### src/asr_pkg.sv
// Package of pin timing constants for the static memory controller
package asr_pkg;
   localparam int CLK_PERIOD_PS      = 5000;
   localparam int ADDR_W             = 15;
   localparam int DATA_W             = 8;
   // Slow grade figures in ns, all minimums
   localparam int READ_PERIOD_NS     = 35;
   localparam int ADDR_TO_DATA_NS    = 35;
   localparam int DRIVE_RELEASE_NS   = 15;
   localparam int WRITE_PERIOD_NS    = 35;
   localparam int WRITE_PULSE_NS     = 30;
   localparam int WRITE_RELEASE_NS   = 15;
   localparam int DATA_SETUP_NS      = 15;
   localparam int DATA_HOLD_NS       = 3;
   localparam int RECOVERY_NS        = 35;

   function automatic int ns_to_cyc(input int ns);
      int c;
      c = (ns * 1000 + CLK_PERIOD_PS - 1) / CLK_PERIOD_PS;
      return (c < 1) ? 1 : c;
   endfunction : ns_to_cyc

   localparam int READ_CYC     = ns_to_cyc(ADDR_TO_DATA_NS + 5);
   localparam int RDREL_CYC    = ns_to_cyc(DRIVE_RELEASE_NS);
   localparam int WPULSE_CYC   = ns_to_cyc(WRITE_RELEASE_NS + DATA_SETUP_NS) > ns_to_cyc(WRITE_PULSE_NS) ?
                                 ns_to_cyc(WRITE_RELEASE_NS + DATA_SETUP_NS) : ns_to_cyc(WRITE_PULSE_NS);
   localparam int WHOLD_CYC    = ns_to_cyc(DATA_HOLD_NS);
   localparam int RECOV_CYC    = ns_to_cyc(RECOVERY_NS);
   localparam int CNT_W        = 4;

   typedef enum logic [2:0] {ST_IDLE, ST_RSET, ST_READ, ST_RREL, ST_WSET, ST_WPULSE, ST_WHOLD,
                             ST_RECOV} asr_state_e;
endpackage : asr_pkg

### src/asr_ctrl.sv
// Controller that drives a 32K x 8 asynchronous static memory through its pins
`timescale 1ns/1ps
// What this block does
// RULE_01: Memory is static; controller only sequences pins, no refresh issued.
// RULE_02: Select high puts memory in standby; controller deasserts select when idle.
// RULE_03: Reads keep write enable high with select low and drive low.
// RULE_04: Read data sampled only after full address-to-data time.
// RULE_05: Select falls with address stable; data waited the same full time.
// RULE_06: Drive enable low during whole read window before sampling.
// RULE_07: After read, wait release time before controller drives byte lines.
// RULE_08: Data sampled before address changes, so hold window is respected.
// RULE_09: Address is stable before select falls for every access.
// RULE_10: Write pulse long enough; select and address held through it.
// RULE_11: Write enable kept low the minimum pulse; zero address setup allowed.
// RULE_12: Write data set up before strobe rise and held afterwards.
// RULE_13: Drive enable kept high during writes, so memory drivers stay off.
// RULE_14: Drive enable stays high after a write until next read.
// RULE_15: Select held high through retention; recovery wait before first access. An access begun before the retention sync still runs, select low.
// RULE_16: Write ends by write enable rising first while select stays low.
// RULE_17: Address only changes while select and write enable are high.
// RULE_18: Select and write enable fall together; memory stays high impedance.
// RULE_19: Write pulse stretched to release time plus data setup.
// RULE_20: Fifteen address bits and eight data bits moved in parallel.
// RULE_21: Idle select low state never used; lines left released.
module asr_ctrl
   import asr_pkg::*;
(
   input  wire logic              clk_in,
   input  wire logic              rst_n_in,
   input  wire logic              req_valid_in,
   input  wire logic              req_write_in,
   input  wire logic [ADDR_W-1:0] req_addr_in,
   input  wire logic [DATA_W-1:0] req_wdata_in,
   input  wire logic              retention_in,
   output logic                   req_ready_out,
   output logic                   rsp_valid_out,
   output logic      [DATA_W-1:0] rsp_rdata_out,
   output logic      [ADDR_W-1:0] word_address_out,
   output logic                   select_n_out,
   output logic                   write_n_out,
   output logic                   drive_n_out,
   input  wire logic [DATA_W-1:0] byte_lines_in,
   output logic      [DATA_W-1:0] byte_lines_out,
   output logic                   byte_lines_oe_out
);

   ////////////////////////////////////////////////////////////////////////////
   asr_state_e        state_r, state_nxt;
   logic [CNT_W-1:0]  cnt_r, cnt_nxt;
   logic              ret_s1_r, ret_s2_r;
   logic [ADDR_W-1:0] addr_r;
   logic [DATA_W-1:0] wdata_r, rdata_r;
   logic [DATA_W-1:0] bl_s1_r, bl_s2_r;
   logic              rvalid_r;
   logic              write_r;

   wire logic cnt_done = (cnt_r == '0);
   wire logic take     = (state_r == ST_IDLE) && req_valid_in && !ret_s2_r;

   assign req_ready_out     = (state_r == ST_IDLE) && !ret_s2_r;
   assign word_address_out  = addr_r;
   assign rsp_rdata_out     = rdata_r;
   assign rsp_valid_out     = rvalid_r;
   assign byte_lines_out    = wdata_r;
   // Select low in read, read release, write pulse and write hold; high in idle, recovery, retention and both setup states
   assign select_n_out      = (state_r == ST_IDLE) || (state_r == ST_RECOV) || (state_r == ST_RSET) ||
                              (state_r == ST_WSET); // RULE_02 RULE_09 RULE_15 RULE_17
   assign write_n_out       = (state_r != ST_WPULSE); // RULE_16 RULE_18
   assign drive_n_out       = (state_r != ST_READ); // RULE_06 RULE_13 RULE_14 RULE_21
   assign byte_lines_oe_out = (state_r == ST_WPULSE) || (state_r == ST_WHOLD); // RULE_12

   ////////////////////////////////////////////////////////////////////////////
   always_comb begin
      state_nxt = state_r;
      cnt_nxt   = cnt_done ? cnt_r : cnt_r - 1'b1;
      case (state_r)
         ST_IDLE: begin
            if (take) begin
               state_nxt = req_write_in ? ST_WSET : ST_RSET; // RULE_20
            end
         end
         ST_RSET: begin
            state_nxt = ST_READ; // RULE_03 RULE_05
            cnt_nxt   = CNT_W'(READ_CYC - 1);
         end
         ST_READ: begin
            if (cnt_done) begin
               state_nxt = ST_RREL; // RULE_04 RULE_08
               cnt_nxt   = CNT_W'(RDREL_CYC - 1);
            end
         end
         ST_RREL: begin
            if (cnt_done) begin
               state_nxt = ST_IDLE; // RULE_07
            end
         end
         ST_WSET: begin
            state_nxt = ST_WPULSE; // RULE_11
            cnt_nxt   = CNT_W'(WPULSE_CYC - 1);
         end
         ST_WPULSE: begin
            if (cnt_done) begin
               state_nxt = ST_WHOLD; // RULE_10 RULE_19
               cnt_nxt   = CNT_W'(WHOLD_CYC - 1);
            end
         end
         ST_WHOLD: begin
            if (cnt_done) begin
               state_nxt = ST_IDLE; // RULE_12
            end
         end
         ST_RECOV: begin
            if (ret_s2_r) begin
               cnt_nxt = CNT_W'(RECOV_CYC - 1);
            end else if (cnt_done) begin
               state_nxt = ST_IDLE; // RULE_15
            end
         end
         default: begin
            state_nxt = ST_IDLE;
         end
      endcase
      if (state_r == ST_IDLE && ret_s2_r) begin
         state_nxt = ST_RECOV; // RULE_15
         cnt_nxt   = CNT_W'(RECOV_CYC - 1);
      end
   end

   ////////////////////////////////////////////////////////////////////////////
   always_ff @(posedge clk_in) begin
      if (!rst_n_in) begin
         state_r  <= ST_IDLE;
         cnt_r    <= '0;
         ret_s1_r <= 1'b0;
         ret_s2_r <= 1'b0;
         bl_s1_r  <= '0;
         bl_s2_r  <= '0;
      end else begin
         state_r  <= state_nxt;
         cnt_r    <= cnt_nxt;
         ret_s1_r <= retention_in;
         ret_s2_r <= ret_s1_r;
         bl_s1_r  <= byte_lines_in;
         bl_s2_r  <= bl_s1_r;
      end
   end

   // Address and write data held for the whole access
   always_ff @(posedge clk_in) begin
      if (!rst_n_in) begin
         addr_r  <= '0;
         wdata_r <= '0;
         write_r <= 1'b0;
      end else if (take) begin
         addr_r  <= req_addr_in; // RULE_17
         wdata_r <= req_wdata_in;
         write_r <= req_write_in;
      end
   end

   // Synchronised byte captured in the first cycle of the release wait, while address is still held
   always_ff @(posedge clk_in) begin
      if (!rst_n_in) begin
         rdata_r  <= '0;
         rvalid_r <= 1'b0;
      end else begin
         rvalid_r <= 1'b0;
         if (state_r == ST_RREL && cnt_r == CNT_W'(RDREL_CYC - 1)) begin
            rdata_r  <= bl_s2_r; // RULE_08
            rvalid_r <= !write_r;
         end
      end
   end

endmodule : asr_ctrl

### config.mk
export PLATFORM = sky130hd
export DESIGN_NAME = asr_ctrl
export DESIGN_NICKNAME = d
export VERILOG_FILES = /design/src/asr_pkg.sv /design/src/asr_ctrl.sv
export SDC_FILE = /design/constraint.sdc
export NUM_CORES = 1
export LEC_CHECK = 0
export BUFFER_PORTS_ARGS = -buffer_cell sky130_fd_sc_hd__buf_2
export CORE_ASPECT_RATIO = 0.5
export CORE_MARGIN = 8
export CORE_UTILIZATION = 47
export CTS_CLUSTER_DIAMETER = 40
export DETAILED_ROUTE_END_ITERATION = 16
export PLACE_DENSITY = 0.85
export SLEW_MARGIN = 40
export SYNTH_ARGS = -nofsm -noshare
export SYNTH_HDL_FRONTEND = slang
export SYNTH_SLANG_ARGS = --single-unit
### constraint.sdc
create_clock -name clk_in -period 2.82 [get_ports clk_in]
set_clock_uncertainty 0.05 [all_clocks]
set_input_delay 0.141 -clock clk_in [delete_from_list [all_inputs] [get_ports clk_in]]
set_output_delay 0.141 -clock clk_in [all_outputs]
set_load 0.05 [all_outputs]
==> results.sh, run 1 <==
export IMPL_final_hold_violation_count=0
export IMPL_netlist_area_sq_mm=0.00234
export IMPL_drt_pre_antenna_iters=4
export IMPL_insertion_delay_ns=0.32
export IMPL_synth_top_area_share_pct=49.7
export IMPL_via_per_inst=4.73
export IMPL_cp_slowest_cell="dfxtp_1"
export IMPL_h_tree_depth=3
export IMPL_crit_type="flip-flop to flip-flop"
export IMPL_drv_slew=0
export IMPL_worstMarginPinSlew_ns=0.752
export IMPL_nFillCells=408
export IMPL_startpoint_type="flip-flop"
export IMPL_synth_avg_cell_area_sq_um=9.34
export IMPL_cts_buffer_depth=2
export IMPL_slew_headroom_pct=49.7
export IMPL_antenna_found_initial=0
export IMPL_core_sq_mm=0.00486
export IMPL_yosys_area_share_simple_pct=23.3
export IMPL_cap_violations=0
export IMPL_final_net_count=370
export IMPL_grt_use_total_pct=14.0
export IMPL_clk_pin_slew_worst_paths_ns=0.06
export IMPL_power_density_mw_per_mm2=1010
export IMPL_post_drt_wl_per_cell_um=13.1
export IMPL_synth_common_cells="58 x dfxtp_1, 53 x nand2_1, 20 x and2_1"
export IMPL_root_buffer="clkbuf_8"
export IMPL_grt_pass1_wl_um=8410
export IMPL_grt_overflow_total=0
export IMPL_std_cell_rows=18
export IMPL_critPathMaxFanout=21
export IMPL_yosysSeqAreaShare_pct=49.7
export IMPL_cp_arrival_ns=2.32
export IMPL_syn_to_final_growth_pct=30.4
export IMPL_synthArstFlopShare_pct=0
export IMPL_crit_path_max_incr_delay_ns=0.78
export IMPL_start_util_pct=48.0
export IMPL_rsz0062_at_grt="false"
export IMPL_wl_met2_um=2940
export IMPL_wirelength_um=5310
export IMPL_synth_compound_area_share_pct=15.3
export IMPL_synth_xor_area_share_pct=0.750
export IMPL_drc=0
export IMPL_fmax_ghz=0.464
export IMPL_topRoutingLayerUsed="met4"
export IMPL_yosysMostFrequentCell="dfxtp_1"
export IMPL_leakagePower_nw=1.39
export IMPL_pwr_share_comb_pct=37.4
export IMPL_vias=1919
export IMPL_ir_worst_vdd_mv=0.506
export IMPL_status="complete, no violations"
export IMPL_critPathCaptureType="flip-flop"
export IMPL_synth_cell_type_count=42
export IMPL_ys_seq_elements=58
export IMPL_fin_crit_ns=2.15
export IMPL_io_pins=73
export IMPL_die_x_um=116
export IMPL_tns_ns=0
export IMPL_met3_length_um=260
export IMPL_path_cells="and2b_2, nand4_1, mux2i_1, nor2b_1"
export IMPL_synth_mux_area_share_pct=3.86
export IMPL_synth_top_family_by_area="simple AND/OR/NAND/NOR gates"
export IMPL_grt_pass1_vias=1872
export IMPL_setup_violations=0
export IMPL_syn_nets=289
export IMPL_drive_above_1_share_pct=28.0
export IMPL_p_int_mw=1.87
export IMPL_antenna_cells=0
export IMPL_routabilityCongestion=0.856
export IMPL_clock_sinks=58
export IMPL_drtAntennaViolNets=0
export IMPL_worst_slack_ns=0.665
export IMPL_drt_iter0_markers=125
export IMPL_netlist_top_cells_area="dfxtp_1 50%, nand2_1 8.5%, and2_1 5.4%, a21boi_0 4.2%, mux2i_1 3.9%"
export IMPL_postCtsSetupRepairBufs=0
export IMPL_dieArea_sq_mm=0.00762
export IMPL_min_path_type="input port to flip-flop"
export IMPL_synthAdderAreaFrac_pct=1.61
export IMPL_fin_crit_sh_pct=76.4
export IMPL_dpl_worst_slack_ns=0.685
export IMPL_power_share_sequential_pct=35.6
export IMPL_cts_tree="built"
export IMPL_p_sw_mw=1.21
export IMPL_synth_largest_area_cell="dfxtp_1"
export IMPL_yosysWarnings=0
export IMPL_grt_max_degree=60
export IMPL_port_buffer_count=72
export IMPL_wl_met1_um=2000
export IMPL_numCtsBuffers=9
export IMPL_netSwitchingFraction_pct=39.2
export IMPL_dpl_hpwl_um=3670
export IMPL_syn_instance_count=250
export IMPL_critPathRequiredTime_ns=2.98
export IMPL_power_share_clock_pct=27.0
export IMPL_die_h_um=65.9
export IMPL_post_cts_resized=0
export IMPL_ys_flop_type="dfxtp_1"
export IMPL_synth_edf_count=0
power groups by stage:
stage	clock network, mW	logic (mW)	registers (mW)
floorplan	0	0.831	1.24
global placement	0	1.10	1.09
detailed placement	0	1.14	1.11
CTS	0.852	1.16	1.09
global route	0.888	1.25	1.12
finish	0.833	1.15	1.10
metrics by stage:
| step | total power, mW | cell area, sq um | hold slack (ns) | std cells | util [%] |
|---|---|---|---|---|---|
| after floorplan | 2.08 | 2340 | 0.218 | 250 | - |
| after global placement | 2.20 | 2680 | 0.297 | 375 | 55.0 |
| after detailed placement | 2.24 | 2680 | 0.301 | 375 | 55.0 |
| after CTS | 3.10 | 3030 | 0.0000578 | 405 | 62.4 |
| after global routing | 3.26 | 3050 | 0.00293 | 406 | 62.6 |
| final | 3.08 | 3050 | 0.0119 | 406 | 62.6 |
logic make-up (layout without fill, tap and decap cells):
| group | after synthesis | in the layout |
|---|---|---|
| mux | 9 | 9 |
| simple gates | 107 | 107 |
| compound gates | 50 | 50 |
| fa+ha+maj | 3 | 3 |
| buf+inv | 21 | 107 |
| flops | 58 | 58 |
| xor+xnor | 2 | 2 |
per-layer routing:
layer  track usage, %  vias to the layer above
met4             7.04                        0
met5                0                        -
met2             27.3                       44
li1                 -                      993
met3             4.46                       10
met1             13.2                      872
what timing repair did:
action,4_1_cts,5_1_grt
hold buffers,14,1
hold endpoints to repair,14,1
endpoints found under the setup margin,0,0
cells in the final DEF, fill, tap and decap left out, types with 9 or more instances in the layout:
master         count
dlygate4sd3_1     15
nand2_1           53
dfxtp_1           58
nor2b_1           10
a21boi_0          13
buf_2             71
and2_1            20
clkbuf_8          10
a21boi_1          11
mux2i_1            9
state kept, by name, indices dropped and copies added (netlist names), 3 cells and up:
signal            cells
bl_s1_r               8
bl_s2_r               8
byte_lines_out        8
cnt_r                 4
rsp_rdata_out         8
state_r               3
word_address_out     15
final timing paths:
path | from | to | slack (ns) | depth (start not counted)
max | state_r[1]$_SDFFE_PN0P_ | rsp_rdata_out[2]$_SDFFE_PN0P_ | 0.67 | 4
min | req_addr_in[10] | word_address_out[10]$_SDFFE_PN0P_ | 0.01 | 3
max reg2reg | state_r[1]$_SDFFE_PN0P_ | rsp_rdata_out[2]$_SDFFE_PN0P_ | 0.67 | 4
min reg2reg | write_r$_SDFFE_PN0P_ | rsp_valid_out$_SDFF_PN0_ | 0.38 | 1
area by class of cell:
type | count | area [sq um] | area share [%]
Clock buffer | 11 | 141 | 4.64
Clock inverter | 5 | 77.6 | 2.55
Inverter | 3 | 11.3 | 0.370
Multi-Input combinational cell | 171 | 1050 | 34.4
Sequential cell | 58 | 1160 | 38.1
Tap cell | 70 | 87.6 | 2.87
Timing Repair Buffer | 88 | 520 | 17.1
critical path, delay by kind of cell, from the launching register on:
kind,cells,cell delay (ns)
mux,1,0.36
flops,1,0.78
simple gates,3,0.85
Power figures use the tool's default switching activity.
==> run 2: changes to the inputs <==
--- a/config.mk
+++ b/config.mk
@@ -8,10 +8,10 @@
 export BUFFER_PORTS_ARGS = -buffer_cell sky130_fd_sc_hd__buf_2
 export CORE_ASPECT_RATIO = 0.5
 export CORE_MARGIN = 8
-export CORE_UTILIZATION = 47
+export CORE_UTILIZATION = 45
 export CTS_CLUSTER_DIAMETER = 40
 export DETAILED_ROUTE_END_ITERATION = 16
-export PLACE_DENSITY = 0.85
+export PLACE_DENSITY = 0.86
 export SLEW_MARGIN = 40
 export SYNTH_ARGS = -nofsm -noshare
 export SYNTH_HDL_FRONTEND = slang
==> constraint.sdc (replaced) <==
create_clock -name clk_in -period 1.9 [get_ports clk_in]
set_clock_uncertainty 0.05 [all_clocks]
set_input_delay 0.095 -clock clk_in [delete_from_list [all_inputs] [get_ports clk_in]]
set_output_delay 0.095 -clock clk_in [all_outputs]
set_load 0.05 [all_outputs]
==> results.sh, run 2 (same netlist as run 1, synthesis figures left out) <==
export IMPL_fmax_ghz=0.522
export IMPL_drc=0
export IMPL_topRoutingLayerUsed="met4"
export IMPL_fin_crit_sh_pct=101
export IMPL_syn_to_final_growth_pct=45.3
export IMPL_drtAntennaViolNets=0
export IMPL_critPathMaxFanout=3
export IMPL_placedCellCount=382
export IMPL_start_util_pct=47.1
export IMPL_min_path_type="input port to flip-flop"
export IMPL_wl_met1_um=2400
export IMPL_tns_ns=-0.0145
export IMPL_fin_cells=438
export IMPL_startpoint_type="flip-flop"
export IMPL_setup_violations=1
export IMPL_crit_type="flip-flop to flip-flop"
export IMPL_layout_commonest_cell="buf_2"
export IMPL_drv_slew=0
export IMPL_antenna_found_initial=0
export IMPL_port_buffer_count=72
export IMPL_ir_worst_vdd_mv=0.613
export IMPL_final_hold_violation_count=0
export IMPL_wl_met2_um=3400
export IMPL_routabilityCongestion=0.824
export IMPL_antenna_cells=0
export IMPL_clk_pin_slew_worst_paths_ns=0.07
export IMPL_post_drt_wl_per_cell_um=14.6
export IMPL_grt_pass1_vias=2221
export IMPL_met3_length_um=400
export IMPL_io_pins=73
export IMPL_power_mw=5.10
export IMPL_grt_overflow_total=0
export IMPL_die_h_um=66.9
export IMPL_grt_max_degree=40
export IMPL_via_per_inst=4.97
export IMPL_cts_tree="built"
export IMPL_root_buffer="clkbuf_8"
export IMPL_leakagePower_nw=1.54
export IMPL_slew_headroom_pct=63.0
export IMPL_dpl_worst_slack_ns=-0.00546
export IMPL_drt_pre_antenna_iters=5
export IMPL_final_cell_mix="72 x buf_2, 55 x dfxtp_1, 53 x nand2_1"
export IMPL_dieArea_sq_mm=0.00789
export IMPL_wirelength_um=6410
export IMPL_vias=2176
export IMPL_drive_above_1_share_pct=32.3
export IMPL_cp_arrival_ns=2.11
export IMPL_h_tree_depth=3
export IMPL_grt_pass1_wl_um=9850
export IMPL_fin_crit_ns=1.91
export IMPL_final_net_count=402
export IMPL_worst_slack_ns=-0.0145
export IMPL_violations="setup timing"
export IMPL_status="finished with violations"
export IMPL_numCtsBuffers=9
export IMPL_insertion_delay_ns=0.33
export IMPL_grt_use_total_pct=15.5
export IMPL_drt_iter0_markers=141
export IMPL_worst_hold_slack_ns=0.192
export IMPL_die_x_um=118
export IMPL_critPathRequiredTime_ns=2.09
export IMPL_largest_reg_flops=15
export IMPL_critPathCaptureType="flip-flop"
export IMPL_power_density_mw_per_mm2=1500
export IMPL_core_sq_mm=0.00495
export IMPL_rsz0062_at_grt="true"
export IMPL_clock_sinks=58
export IMPL_std_cell_rows=18
export IMPL_dpl_hpwl_um=3770
export IMPL_cts_buffer_depth=2
export IMPL_cap_violations=0
export IMPL_worstMarginPinSlew_ns=0.555
run 2: final timing paths:
kind | start | to | slack [ns] | depth (start not counted)
max | cnt_r[0]$_SDFF_PP0_ | cnt_r[0]$_SDFF_PP0_ | -0.01 | 7
min reg2reg | write_r$_SDFFE_PN0P_ | rsp_valid_out$_SDFF_PN0_ | 0.37 | 1
max reg2reg | cnt_r[0]$_SDFF_PP0_ | cnt_r[0]$_SDFF_PP0_ | -0.01 | 7
min | req_valid_in | state_r[1]$_SDFFE_PN0P_ | 0.19 | 3
run 2: repair_timing:
action / 4_1_cts / 5_1_grt
pin swaps: 0 / 4
resized for setup: 1 / 6
buffers inserted: 2 / 5
setup endpoints to repair: 3 / 2
endpoints found under the hold margin: 32 / 1
hold buffers: 32 / 1
run 2: report_power, final:
group	leakage, nW	switching [mW]	total (mW)	internal [mW]
Sequential	0.476	0.200	1.61	1.41
Combinational	0.957	1.35	2.27	0.923
Clock	0.108	0.470	1.22	0.748
run 2: metrics by stage:
step	area (sq um)	util, %
detailed placement	2770	55.8
finish	3390	68.5
global route	3390	68.5
global placement	2770	55.8
CTS	3330	67.1
floorplan	2360	-
run 2: worst max-delay path: stages (launching register included):
cell,delay (ns)
dfxtp_2,0.34
inv_2,0.08
ha_4,0.14
or3b_4,0.41
ha_4,0.26
nand2b_4,0.13
a22o_1,0.18
a221oi_2,0.23
run 2: per-layer routing:
metal	vias to the layer above	track usage, %
met5	-	0
met4	0	9.64
met3	23	5.73
met2	100	29.9
met1	1002	14.2
li1	1051	-
run 2: cell type report:
type | instances | area [sq um]
fill | 359 | 1560
timing repair buffer | 120 | 816
multi-input combinational | 171 | 1090
tap | 70 | 87.6
sequential | 58 | 1160
inverter | 3 | 11.3
clock inverter | 3 | 45.0
clock buffer | 13 | 179
